[src/arb_pkg.sv]
// arb_pkg: offsets, field positions, reset values for the monitor result bank
// assumes byte-wide register port with 8-bit addresses
package arb_pkg;
    localparam logic [7:0] OFF_CTRL      = 8'h15;
    localparam logic [7:0] OFF_DISABLE   = 8'h16;
    localparam logic [7:0] OFF_IBUS_HI   = 8'h17;
    localparam logic [7:0] OFF_IBUS_LO   = 8'h18;
    localparam logic [7:0] OFF_ICHG_HI   = 8'h19;
    localparam logic [7:0] OFF_ICHG_LO   = 8'h1a;
    localparam logic [7:0] RST_DISABLE   = 8'h00;
    localparam logic [7:0] RST_RESULT    = 8'h00;
    localparam logic [7:0] DISABLE_MASK  = 8'hfd;
    localparam int         CONV_EN_BIT   = 7;
    localparam int         BIT_IBUS      = 7;
    localparam int         BIT_ICHG      = 6;
    localparam int         BIT_INPUT_BUS_PIN      = 5;
    localparam int         BIT_VBAT      = 4;
    localparam int         BIT_VSYS      = 3;
    localparam int         BIT_TS        = 2;
    localparam int         BIT_TDIE      = 0;
    localparam int         IBUS_W        = 16;
    localparam int         ICHG_W        = 15;
    typedef enum logic [2:0] {
        ARB_CH_IBUS, ARB_CH_ICHG, ARB_CH_INPUT_BUS_PIN, ARB_CH_VBAT,
        ARB_CH_VSYS, ARB_CH_TS, ARB_CH_TDIE
    } arb_chan_t;
endpackage

[src/arb_bank.sv]
// arb_bank: channel-disable register and current result registers
// assumes a byte register port on clk_sys; converter results arrive on the same clock
// Operation
// - disable register, reset zero, bit-per-channel
// - bit one reserved, reads zero
// - bus current signed sixteen bits, hi/lo
// - bus current weights 1mA to 16384mA
// - current into pin reads positive
// - charge high byte, bit seven zero
// - charge high byte weights 256mA upward
// - results read-only, soft reset clears, watchdog not
// - charge low byte holds bits seven..zero
// - updates only while converter enabled
`timescale 1ns/1ps
`default_nettype none
module arb_bank (
    // clock and reset
    input  wire logic        clk_sys,
    input  wire logic        rstn,
    input  wire logic        ce,
    // resets from elsewhere
    input  wire logic        reg_reset,
    input  wire logic        watchdog_expired,
    // register port
    input  wire logic [7:0]  reg_addr,
    input  wire logic        reg_wr,
    input  wire logic        reg_rd,
    input  wire logic [7:0]  reg_wdata,
    output logic [7:0]       reg_rdata,
    output logic             reg_hit,
    // converter
    input  wire logic        conv_on,
    input  wire logic        conv_done,
    input  wire logic [15:0] conv_value,
    output arb_pkg::arb_chan_t conv_chan,
    output logic [7:0]       chan_off_bits
);
    logic [7:0]  disable_q;
    logic [15:0] bus_current_result_q;
    logic [14:0] charge_current_result_q;
    logic [7:0]  ibus_lo_shadow_q;
    logic [7:0]  ichg_lo_shadow_q;
    logic        reg_hit_d;
    logic [7:0]  reg_rdata_d;

    arb_seq u_seq (
        .clk_sys      (clk_sys),
        .rstn         (rstn),
        .ce           (ce),
        .soft_clr     (reg_reset),
        .conv_on      (conv_on),
        .disable_bits (disable_q),
        .conv_done    (conv_done),
        .chan_q       (conv_chan)
    );

    assign chan_off_bits = disable_q;

    always_ff @(posedge clk_sys) begin
        if (!rstn) begin
            disable_q <= arb_pkg::RST_DISABLE;
        end else if (ce) begin
            // register-reset command frozen with the rest while ce is low
            if (reg_reset) begin
                disable_q <= arb_pkg::RST_DISABLE;
            end else if (reg_wr && reg_addr == arb_pkg::OFF_DISABLE) begin
                disable_q <= reg_wdata & arb_pkg::DISABLE_MASK;
            end
        end
    end

    always_ff @(posedge clk_sys) begin
        if (!rstn) begin
            bus_current_result_q <= {arb_pkg::RST_RESULT, arb_pkg::RST_RESULT};
        end else if (ce) begin
            if (reg_reset) begin
                bus_current_result_q <= {arb_pkg::RST_RESULT, arb_pkg::RST_RESULT};
            end else if (conv_on && conv_done && conv_chan == arb_pkg::ARB_CH_IBUS
                         && !disable_q[arb_pkg::BIT_IBUS]) begin
                bus_current_result_q <= conv_value;
            end
        end
    end

    always_ff @(posedge clk_sys) begin
        if (!rstn) begin
            charge_current_result_q <= {arb_pkg::RST_RESULT[6:0], arb_pkg::RST_RESULT};
        end else if (ce) begin
            if (reg_reset) begin
                charge_current_result_q <= {arb_pkg::RST_RESULT[6:0], arb_pkg::RST_RESULT};
            end else if (conv_on && conv_done && conv_chan == arb_pkg::ARB_CH_ICHG
                         && !disable_q[arb_pkg::BIT_ICHG]) begin
                charge_current_result_q <= conv_value[14:0];
            end
        end
    end

    // low byte frozen at high read
    // high read latches the low half so a following low read matches it
    always_ff @(posedge clk_sys) begin
        if (!rstn) begin
            ibus_lo_shadow_q <= arb_pkg::RST_RESULT;
            ichg_lo_shadow_q <= arb_pkg::RST_RESULT;
        end else if (ce) begin
            if (reg_reset) begin
                ibus_lo_shadow_q <= arb_pkg::RST_RESULT;
                ichg_lo_shadow_q <= arb_pkg::RST_RESULT;
            end else if (reg_rd) begin
                if (reg_addr == arb_pkg::OFF_IBUS_HI) begin
                    ibus_lo_shadow_q <= bus_current_result_q[7:0];
                end
                if (reg_addr == arb_pkg::OFF_ICHG_HI) begin
                    ichg_lo_shadow_q <= charge_current_result_q[7:0];
                end
            end
        end
    end

    always_comb begin
        reg_hit_d   = 1'b1;
        reg_rdata_d = 8'h00;
        case (reg_addr)
            arb_pkg::OFF_DISABLE: reg_rdata_d = disable_q & arb_pkg::DISABLE_MASK;
            arb_pkg::OFF_IBUS_HI: reg_rdata_d = bus_current_result_q[15:8];
            arb_pkg::OFF_IBUS_LO: reg_rdata_d = ibus_lo_shadow_q;
            arb_pkg::OFF_ICHG_HI: reg_rdata_d = {1'b0, charge_current_result_q[14:8]};
            arb_pkg::OFF_ICHG_LO: reg_rdata_d = ichg_lo_shadow_q;
            default:              reg_hit_d   = 1'b0;
        endcase
    end

    // data registered; unmapped reads return zero
    always_ff @(posedge clk_sys) begin
        if (!rstn) begin
            reg_rdata <= 8'h00;
            reg_hit   <= 1'b0;
        end else if (ce) begin
            reg_rdata <= reg_rd ? reg_rdata_d : 8'h00;
            reg_hit   <= reg_rd & reg_hit_d;
        end
    end

    // watchdog expiry deliberately has no effect on this bank
    logic unused_wd;
    assign unused_wd = watchdog_expired;

    property p_rsvd_zero;
        @(posedge clk_sys) disable iff (!rstn)
            (disable_q & ~arb_pkg::DISABLE_MASK) == 8'h00;
    endproperty
    a_rsvd_zero: assert property (p_rsvd_zero) else $error("reserved disable bit set");

    property p_disable_wr;
        @(posedge clk_sys) disable iff (!rstn)
            ce && reg_wr && reg_addr == arb_pkg::OFF_DISABLE && !reg_reset
            |=> disable_q == ($past(reg_wdata) & arb_pkg::DISABLE_MASK);
    endproperty
    a_disable_wr: assert property (p_disable_wr) else $error("disable write not stored");

    property p_soft_clr;
        @(posedge clk_sys) disable iff (!rstn)
            ce && reg_reset
            |=> disable_q == arb_pkg::RST_DISABLE
                && bus_current_result_q == {arb_pkg::RST_RESULT, arb_pkg::RST_RESULT}
                && charge_current_result_q == {arb_pkg::RST_RESULT[6:0], arb_pkg::RST_RESULT}
                && conv_chan == arb_pkg::ARB_CH_IBUS;
    endproperty
    a_soft_clr: assert property (p_soft_clr) else $error("soft reset not clearing");

    property p_hold_off;
        @(posedge clk_sys) disable iff (!rstn)
            !conv_on && !reg_reset
            |=> $stable(bus_current_result_q) && $stable(charge_current_result_q);
    endproperty
    a_hold_off: assert property (p_hold_off) else $error("result changed while off");

    property p_ichg_top;
        @(posedge clk_sys) disable iff (!rstn)
            ce && reg_rd && reg_addr == arb_pkg::OFF_ICHG_HI
            |=> reg_rdata[7] == 1'b0;
    endproperty
    a_ichg_top: assert property (p_ichg_top) else $error("charge high bit7 set");

    property p_wd_keep;
        @(posedge clk_sys) disable iff (!rstn)
            watchdog_expired && !reg_reset
            |=> $stable(disable_q) || $past(reg_wr);
    endproperty
    a_wd_keep: assert property (p_wd_keep) else $error("watchdog altered state");

    property p_skip;
        @(posedge clk_sys) disable iff (!rstn)
            disable_q[arb_pkg::BIT_ICHG] && !reg_reset
            |=> $stable(charge_current_result_q);
    endproperty
    a_skip: assert property (p_skip) else $error("disabled channel updated");

    property p_hi_read;
        @(posedge clk_sys) disable iff (!rstn)
            ce && reg_rd && reg_addr == arb_pkg::OFF_IBUS_HI && !reg_reset
            |=> reg_rdata == $past(bus_current_result_q[15:8])
                && ibus_lo_shadow_q == $past(bus_current_result_q[7:0]);
    endproperty
    a_hi_read: assert property (p_hi_read) else $error("high read pair mismatch");

    property p_ichg_pair;
        @(posedge clk_sys) disable iff (!rstn)
            ce && reg_rd && reg_addr == arb_pkg::OFF_ICHG_HI && !reg_reset
            |=> ichg_lo_shadow_q == $past(charge_current_result_q[7:0]);
    endproperty
    a_ichg_pair: assert property (p_ichg_pair) else $error("charge pair mismatch");

    property p_capture;
        @(posedge clk_sys) disable iff (!rstn)
            ce && conv_on && conv_done && conv_chan == arb_pkg::ARB_CH_IBUS
            && !disable_q[arb_pkg::BIT_IBUS] && !reg_reset
            |=> bus_current_result_q == $past(conv_value);
    endproperty
    a_capture: assert property (p_capture) else $error("bus current not captured");
endmodule
`default_nettype wire

[src/arb_seq.sv]
// arb_seq: round-robin conversion sequencer over the seven channels
// assumes converter reports done one cycle per conversion
`timescale 1ns/1ps
`default_nettype none
module arb_seq (
    // clock and reset
    input  wire logic              clk_sys,
    input  wire logic              rstn,
    input  wire logic              ce,
    input  wire logic              soft_clr,
    // control
    input  wire logic              conv_on,
    input  wire logic [7:0]        disable_bits,
    input  wire logic              conv_done,
    // selection
    output arb_pkg::arb_chan_t     chan_q
);
    function automatic logic chan_off(input arb_pkg::arb_chan_t c, input logic [7:0] d);
        case (c)
            arb_pkg::ARB_CH_IBUS: chan_off = d[arb_pkg::BIT_IBUS];
            arb_pkg::ARB_CH_ICHG: chan_off = d[arb_pkg::BIT_ICHG];
            arb_pkg::ARB_CH_INPUT_BUS_PIN: chan_off = d[arb_pkg::BIT_INPUT_BUS_PIN];
            arb_pkg::ARB_CH_VBAT: chan_off = d[arb_pkg::BIT_VBAT];
            arb_pkg::ARB_CH_VSYS: chan_off = d[arb_pkg::BIT_VSYS];
            arb_pkg::ARB_CH_TS:   chan_off = d[arb_pkg::BIT_TS];
            default:              chan_off = d[arb_pkg::BIT_TDIE];
        endcase
    endfunction

    function automatic arb_pkg::arb_chan_t chan_next(input arb_pkg::arb_chan_t c);
        case (c)
            arb_pkg::ARB_CH_IBUS: chan_next = arb_pkg::ARB_CH_ICHG;
            arb_pkg::ARB_CH_ICHG: chan_next = arb_pkg::ARB_CH_INPUT_BUS_PIN;
            arb_pkg::ARB_CH_INPUT_BUS_PIN: chan_next = arb_pkg::ARB_CH_VBAT;
            arb_pkg::ARB_CH_VBAT: chan_next = arb_pkg::ARB_CH_VSYS;
            arb_pkg::ARB_CH_VSYS: chan_next = arb_pkg::ARB_CH_TS;
            arb_pkg::ARB_CH_TS:   chan_next = arb_pkg::ARB_CH_TDIE;
            default:              chan_next = arb_pkg::ARB_CH_IBUS;
        endcase
    endfunction

    arb_pkg::arb_chan_t step_d;

    always_comb begin
        step_d = chan_q;
        if (conv_done || chan_off(chan_q, disable_bits)) begin
            step_d = chan_next(chan_q);
        end
    end

    always_ff @(posedge clk_sys) begin
        if (!rstn) begin
            chan_q <= arb_pkg::ARB_CH_IBUS;
        end else if (ce) begin
            // register-reset command obeys the clock enable like any write
            if (soft_clr) begin
                chan_q <= arb_pkg::ARB_CH_IBUS;
            end else if (conv_on) begin
                chan_q <= step_d;
            end
        end
    end
endmodule
`default_nettype wire

[config.mk]
export PLATFORM = sky130hd
export DESIGN_NAME = arb_bank
export DESIGN_NICKNAME = d
export VERILOG_FILES = /design/src/arb_pkg.sv /design/src/arb_bank.sv /design/src/arb_seq.sv
export SDC_FILE = /design/constraint.sdc
export NUM_CORES = 1
export LEC_CHECK = 0
export BUFFER_PORTS_ARGS = -buffer_cell sky130_fd_sc_hd__buf_2
export CAP_MARGIN = 10
export CELL_PAD_IN_SITES_DETAIL_PLACEMENT = 0
export CELL_PAD_IN_SITES_GLOBAL_PLACEMENT = 1
export CORE_MARGIN = 4
export CORE_UTILIZATION = 41
export CTS_CLUSTER_DIAMETER = 150
export CTS_CLUSTER_SIZE = 8
export DETAILED_ROUTE_END_ITERATION = 10
export PLACE_DENSITY = 0.79
export SLEW_MARGIN = 20
export SYNTH_ARGS = -nofsm -noshare
export SYNTH_HDL_FRONTEND = slang
export SYNTH_SLANG_ARGS = --single-unit
[constraint.sdc]
create_clock -name clk_sys -period 1.8 [get_ports clk_sys]
set_input_delay 0 -clock clk_sys [delete_from_list [all_inputs] [get_ports clk_sys]]
set_output_delay 0 -clock clk_sys [all_outputs]
set_load 0.05 [all_outputs]
==> results of run 1 <==
## what timing repair did
item,CTS,global route
pin swaps,0,1
resized for setup,1,1
hold buffers,24,0
setup endpoints to repair,16,3
hold endpoints to repair,39,0
setup buffers,0,2
## worst min-delay path: stages
cell     delay (ns)
buf_2          0.17
nand4_1        0.09
o21ai_1        0.05
## cell type report
type / instances / area share
Clock buffer: 10 / 0.0376
Inverter: 5 / 0.00513
Timing Repair Buffer: 97 / 0.177
Sequential cell: 66 / 0.363
Multi-Input combinational cell: 187 / 0.374
Clock inverter: 6 / 0.0178
Tap cell: 77 / 0.0264
## per-layer routing
metal,vias to the layer above,part of all wire,routed length (microns),GRT usage
li1,1239,-,-,-
met1,1140,0.49,3740,0.268
met2,71,0.45,3430,0.285
met3,10,0.050,382,0.0442
met4,0,0.013,98,0.0702
met5,-,0,0,0
## kinds of logic after synthesis
kind of cell,Yosys count
AO/OA/AOI/OAI,102
buffers and inverters,24
flip-flops,66
multiplexers,3
other,1
AND/OR/NAND/NOR,81
## power groups by stage
stage	Sequential [mW]	Clock, mW	Combinational (mW)
after floorplan	1.51	0	0.125
after global placement	1.50	0	0.213
after detailed placement	1.50	0	0.214
after CTS	1.47	1.28	0.256
after global routing	1.47	1.35	0.286
final	1.47	1.27	0.263
## final timing paths
check	endpoint	start	slack, ns	depth (start not counted)
setup / recovery	u_seq.chan_q[1]$_SDFFE_PN0P_	u_seq.chan_q[0]$_SDFFE_PN0P_	0.10	6
hold / removal	u_seq.chan_q[0]$_SDFFE_PN0P_	ce	0.02	3
setup reg to reg	u_seq.chan_q[1]$_SDFFE_PN0P_	u_seq.chan_q[0]$_SDFFE_PN0P_	0.10	6
hold reg to reg	reg_rdata[5]$_SDFFE_PN0P_	reg_rdata[5]$_SDFFE_PN0P_	0.45	2
## flip-flops by register name, indices dropped and copies added, names as in the netlist
signal and count:
charge_current_result_q 15, chan_off_bits 7, ichg_lo_shadow_q 8, u_seq.chan_q 3, reg_rdata 8, reg_hit 1, ibus_lo_shadow_q 8, bus_current_result_q 16
## synth_stat cells (all sizes together)
| cell type | instances | area, sq um |
|---|---|---|
| o21ai | 4 | 20.0 |
| a22o | 31 | 272 |
| a2bb2oi | 1 | 8.76 |
| nand4 | 6 | 37.5 |
| nand2 | 16 | 60.1 |
| a2111o | 1 | 11.3 |
| mux2i | 3 | 30.0 |
| a22oi | 32 | 240 |
| o31ai | 6 | 45.0 |
| nor3b | 2 | 31.3 |
| a21oi | 4 | 20.0 |
| nor4 | 3 | 40.0 |
| a221oi | 12 | 105 |
| dfxtp | 66 | 1320 |
| nor3 | 5 | 30.0 |
| nor2b | 35 | 219 |
| inv | 5 | 18.8 |
| a32o | 1 | 10.0 |
| and4 | 2 | 18.8 |
| a211oi | 1 | 7.51 |
| nor4b | 1 | 15.0 |
| clkbuf | 7 | 37.5 |
| o311ai | 1 | 8.76 |
| conb | 1 | 3.75 |
| nor2 | 4 | 15.0 |
| nand2b | 2 | 12.5 |
| buf | 12 | 67.6 |
| and3b | 1 | 8.76 |
| nand3b | 2 | 15.0 |
| a31o | 1 | 8.76 |
| nand3 | 2 | 10.0 |
| o211ai | 1 | 12.5 |
| a31oi | 3 | 18.8 |
| o31a | 1 | 8.76 |
| o21a | 2 | 15.0 |
## stage by stage
stage	TNS, ns	setup slack, ns	std cells	cell area [sq um]
2_1_floorplan	0	0.0196	277	2810
3_3_place_gp	0	0.00937	406	3190
3_5_place_dp	-0.275	-0.0291	406	3190
4_1_cts	0	0.0563	446	3640
5_1_grt	-0.00269	-0.00269	448	3660
6_report	0	0.101	448	3660
==> out/metrics.csv, run 1 <==
stage,metric,value,unit
run_status,status,"finished, final reports clean",
power,comb_power_share,0.087,
sta,period_needed,1.70,ns
global_routing,antenna_found_initial,0,
clock_network,ctsHtreeMaxLevel,3,
yosys,synth_mux_area_frac,0.0107,
power,swShare,0.248,
power,power.density,823,nW/um^2
floorplanning,die-area,8230,sq um
sta,fmax,589,MHz
floorplanning,ios,61,
place,dp.final_hpwl,5280,microns
setup_path,worst-setup-path-type,reg -> reg,
yosys,synth_top_family_by_area,compound AO/OA/AOI/OAI gates,
route,drtAntennaViolNets,0,
power,seqPwrFrac,0.489,
global_routing,overflow,0,
route,vias_per_cell,5.49,
yosys,syn_avg_cell_area,10.1,sq um
floorplanning,rows,29,
power,power,3.01,mW
sta,finalMaxSlewViolations,0,
sta,setup_viol,0,
final_layout,seqCellArea,1330,sq um
final_layout,drive_above_1_share,0.270,
clock_network,clkTransAtPathRegs,0.07,ns
sta,hold_viol,0,
yosys,syn_inst,277,
clock_network,clk_latency,0.34,ns
final_layout,fillers,586,
floorplanning,initial_core_util,0.432,
power,p_leak,1.42,nW
floorplanning,core,6490,sq um
power,ir_drop,0.538,mV
setup_path,crit_family,compound AO/OA/AOI/OAI gates,
min_path,hold_path.class,in -> reg,
sta,holdWs,0.0170,ns
sta,slew_headroom,0.488,
setup_path,start_kind,register,
sta,fin_crit_sh,0.944,
setup_path,worst_path_max_delay_cell,a2111o_1,
setup_path,cp.arrival,1.96,ns
floorplanning,die_w,90.7,microns
global_routing,grt_pass1_wl,12600,microns
power,clockPowerShare,0.424,
route,remaining_drc_errors,0,
yosys,synth_xor_area_frac,0,
yosys,ys_ff_latch,66,
route,vias,2460,
global_routing,grt_usage,0.191,
route,drt_wl_total,7650,microns
yosys,synthAdderAreaFrac,0,
power,internal_power,2.26,mW
clock_network,cts_tree,done,
clock_network,clock_tree.root_cell,clkbuf_8,
setup_path,crit_fanout,7,
setup_path,worstPathRequired,2.07,ns
yosys,yosysSeqAreaShare,0.471,
setup_path,endpoint_kind,register,
place,place.port_buffers,57,
clock_network,cts_buffers,9,
global_routing,grt_pass1_vias,2373,
setup_path,slowest_delay,0.42,ns
yosys,syn_area,2800,sq um
flow_run,cap_violations,0,
final_layout,antenna_cells,0,
place,gp_congestion,0.824,
sta,tightest_slew,0.764,ns
yosys,synthDistinctLibCells,46,
final_layout,mostFrequentLayoutCell,dfxtp_1,
clock_network,ctsLongestPathBuffers,2,
clock_network,cts.sinks,66,
yosys,synth_nets,318,
final_layout,fin_nets,407,
setup_path,cp_cell_sequence,"buf_4, mux2i_1, nor3_1, a2111o_1, a31o_1, o211ai_2",
final_layout,multi_input_area,1370,sq um
yosys,yosys_warnings,0,
final_layout,area_growth,30.4,%
yosys,synth-compound-area-share,0.290,
route,drt_first_pass_iters,4,
final_layout,post-route-util,0.563,
route,drt_iter0_markers,172,
setup_path,cp_num_buf_inv,1,
route,wire_per_inst,17.1,microns
floorplanning,die_h,90.7,microns
sta,skew,0.0139,ns
final_layout,layout.cells.most_common_list,"dfxtp_1 (64), buf_2 (57), nor2b_1 (35), a22oi_1 (32), a22o_1 (31)",
power,power.net_switching,746,uW
yosys,synth-simple-area-share,0.183,
global_routing,grt_max_degree,38,
No activity file was read; power rests on OpenSTA's default activity.
==> inputs of run 2 (changes only) <==
--- a/config.mk
+++ b/config.mk
@@ -10,11 +10,11 @@
 export CELL_PAD_IN_SITES_DETAIL_PLACEMENT = 0
 export CELL_PAD_IN_SITES_GLOBAL_PLACEMENT = 1
 export CORE_MARGIN = 4
-export CORE_UTILIZATION = 41
+export CORE_UTILIZATION = 40
 export CTS_CLUSTER_DIAMETER = 150
 export CTS_CLUSTER_SIZE = 8
 export DETAILED_ROUTE_END_ITERATION = 10
-export PLACE_DENSITY = 0.79
+export PLACE_DENSITY = 0.77
 export SLEW_MARGIN = 20
 export SYNTH_ARGS = -nofsm -noshare
 export SYNTH_HDL_FRONTEND = slang
==> run 2 against run 1 <==
  * Final cell count is 4.5% higher
  * Non-clock buffer count is 1 higher
  * First-iteration DRC count is 2.3% lower
  * Highest routed layer unchanged
==> out/metrics.csv, run 2 (synthesized netlist as in run 1, its figures left out) <==
stage,metric,value,unit
flow_run,cap_violations,0,
sta,slew_headroom,0.401,
min_path,hold_path.class,in -> reg,
power,power.density,858,nW/um^2
floorplanning,die-area,8410,sq um
setup_path,cp.arrival,1.95,ns
global_routing,grt_usage,0.191,
global_routing,grt_pass1_vias,2436,
sta,setup_viol,0,
route,drt_iter0_markers,168,
floorplanning,initial_core_util,0.413,
min_path,min_to,u_seq.chan_q[0]$_SDFFE_PN0P_,
final_layout,largest_reg_flops,16,
setup_path,worstPathRequired,2.06,ns
power,p_leak,1.44,nW
power,ir_drop,0.600,mV
final_layout,post-route-util,0.549,
place,place.port_buffers,57,
clock_network,cts_tree,done,
sta,fin_ws,0.110,ns
final_layout,final_cells,468,
route,wire_per_inst,16.8,microns
route,vias,2580,
global_routing,grt_max_degree,33,
final_layout,fin_nets,408,
clock_network,clock_tree.root_cell,clkbuf_8,
place,placed_area,3210,sq um
clock_network,cts.sinks,66,
sta,fmax,592,MHz
setup_path,rr_endpoint,u_seq.chan_q[0]$_SDFFE_PN0P_,
global_routing,grt_pass1_wl,12600,microns
final_layout,mostFrequentLayoutCell,dfxtp_1,
floorplanning,rows,30,
place,place_inst,424,
floorplanning,core,6790,sq um
route,remaining_drc_errors,0,
place,dp.final_hpwl,5390,microns
clock_network,ctsHtreeMaxLevel,3,
min_path,min_from,ce,
route,drt_wl_total,7870,microns
final_layout,regMostFlops,bus_current_result_q,
route,drt_first_pass_iters,5,
sta,hold_viol,0,
final_layout,area_growth,32.9,%
setup_path,start_kind,register,
setup_path,r2r_start,u_seq.chan_q[0]$_SDFFE_PN0P_,
sta,finalSetupTns,0,ns
route,drtAntennaViolNets,0,
route,vias_per_cell,5.51,
clock_network,cts_buffers,9,
min_path,hold_depth,3,
final_layout,fin_area,3730,sq um
run_status,status,"finished, final reports clean",
clock_network,clk_latency,0.34,ns
sta,fin_crit_sh,0.939,
final_layout,drive_above_1_share,0.272,
floorplanning,die_w,91.7,microns
sta,tightest_slew,0.896,ns
power,power,3.20,mW
sta,period_needed,1.69,ns
global_routing,overflow,0,
sta,finalMaxSlewViolations,0,
sta,rsz0062_at_grt,false,
final_layout,antenna_cells,0,
final_layout,layout.cells.most_common_list,"dfxtp_1 (64), buf_2 (57), nor2b_1 (35), a22oi_1 (32), a22o_1 (31)",
sta,skew,0.00552,ns
clock_network,ctsLongestPathBuffers,2,
final_layout,reg_top3,"bus_current_result_q (16), charge_current_result_q (15)",
setup_path,endpoint_kind,register,
sta,holdWs,0.0305,ns
setup_path,worst-setup-path-type,reg -> reg,
clock_network,clkTransAtPathRegs,0.07,ns
setup_path,reg2reg_depth,6,
setup_path,reg2reg_slack,0.11,ns
place,gp_congestion,0.821,
setup_path,crit_fanout,10,
global_routing,antenna_found_initial,0,
floorplanning,die_h,91.7,microns
floorplanning,ios,61,
place,pre_cts_slack,-0.123,ns
## run 2: cell types whose count changed in the layout (fill, tap and decap cells not counted)
| cell | before | now |
|---|---|---|
| buf_4 | 16 | 15 |
| buf_6 | 0 | 1 |
| bufinv_16 | 1 | 2 |
| clkbuf_16 | 0 | 1 |
| clkbuf_8 | 10 | 9 |
| clkinv_4 | 1 | 0 |
| dlygate4sd3_1 | 24 | 25 |
| o21a_1 | 2 | 1 |
| o21a_2 | 0 | 1 |
## run 2: where the power goes
part	total, mW	switching (mW)	internal (mW)
Clock	1.46	0.596	0.864
Sequential	1.47	0.00452	1.47
Combinational	0.269	0.150	0.119
Total	3.20	0.750	2.45
## run 2: worst max-delay path: stages, from the launching register on
cell and delay (ns):
dfxtp_4 0.35, buf_6 0.13, mux2i_1 0.20, o21ai_1 0.08, a2111o_1 0.45, a31o_1 0.27, o21ai_1 0.13
## run 2: timing repair
action / CTS / global route
endpoints found under the setup margin: 16 / 12
hold buffers: 25 / 0
gates resized for setup: 1 / 3
cloned: 0 / 0
endpoints found under the hold margin: 40 / 0
buffers inserted: 0 / 3
pin swaps: 0 / 3
## run 2: cell type report
cell class	instances	area, sq um
clock buffer	10	149
clock inverter	6	86.3
fill	628	3070
inverter	5	18.8
multi-input combinational	187	1370
sequential	66	1330
tap	96	120
timing repair buffer	98	659
## run 2: per-layer routing
layer	GRT usage	part of all wire	wire (microns)
met1	0.267	0.46	3650
met3	0.0353	0.047	370
met2	0.288	0.47	3710
met4	0.0792	0.017	136
met5	0	0	0
## run 2: how the worst max path moves through the flow
stage / start / to / slack (ns) / cells after the start
finish: u_seq.chan_q[0]$_SDFFE_PN0P_ / u_seq.chan_q[0]$_SDFFE_PN0P_ / 0.11 / 6
global route: u_seq.chan_q[0]$_SDFFE_PN0P_ / u_seq.chan_q[0]$_SDFFE_PN0P_ / 0.006 / 6
CTS: u_seq.chan_q[0]$_SDFFE_PN0P_ / u_seq.chan_q[0]$_SDFFE_PN0P_ / 0.03 / 6
detailed placement: u_seq.chan_q[0]$_SDFFE_PN0P_ / bus_current_result_q[1]$_SDFFE_PN0P_ / -0.12 / 5
global placement: u_seq.chan_q[0]$_SDFFE_PN0P_ / bus_current_result_q[2]$_SDFFE_PN0P_ / -0.08 / 5
floorplan: u_seq.chan_q[1]$_SDFFE_PN0P_ / charge_current_result_q[14]$_SDFFE_PN0P_ / 0.02 / 6
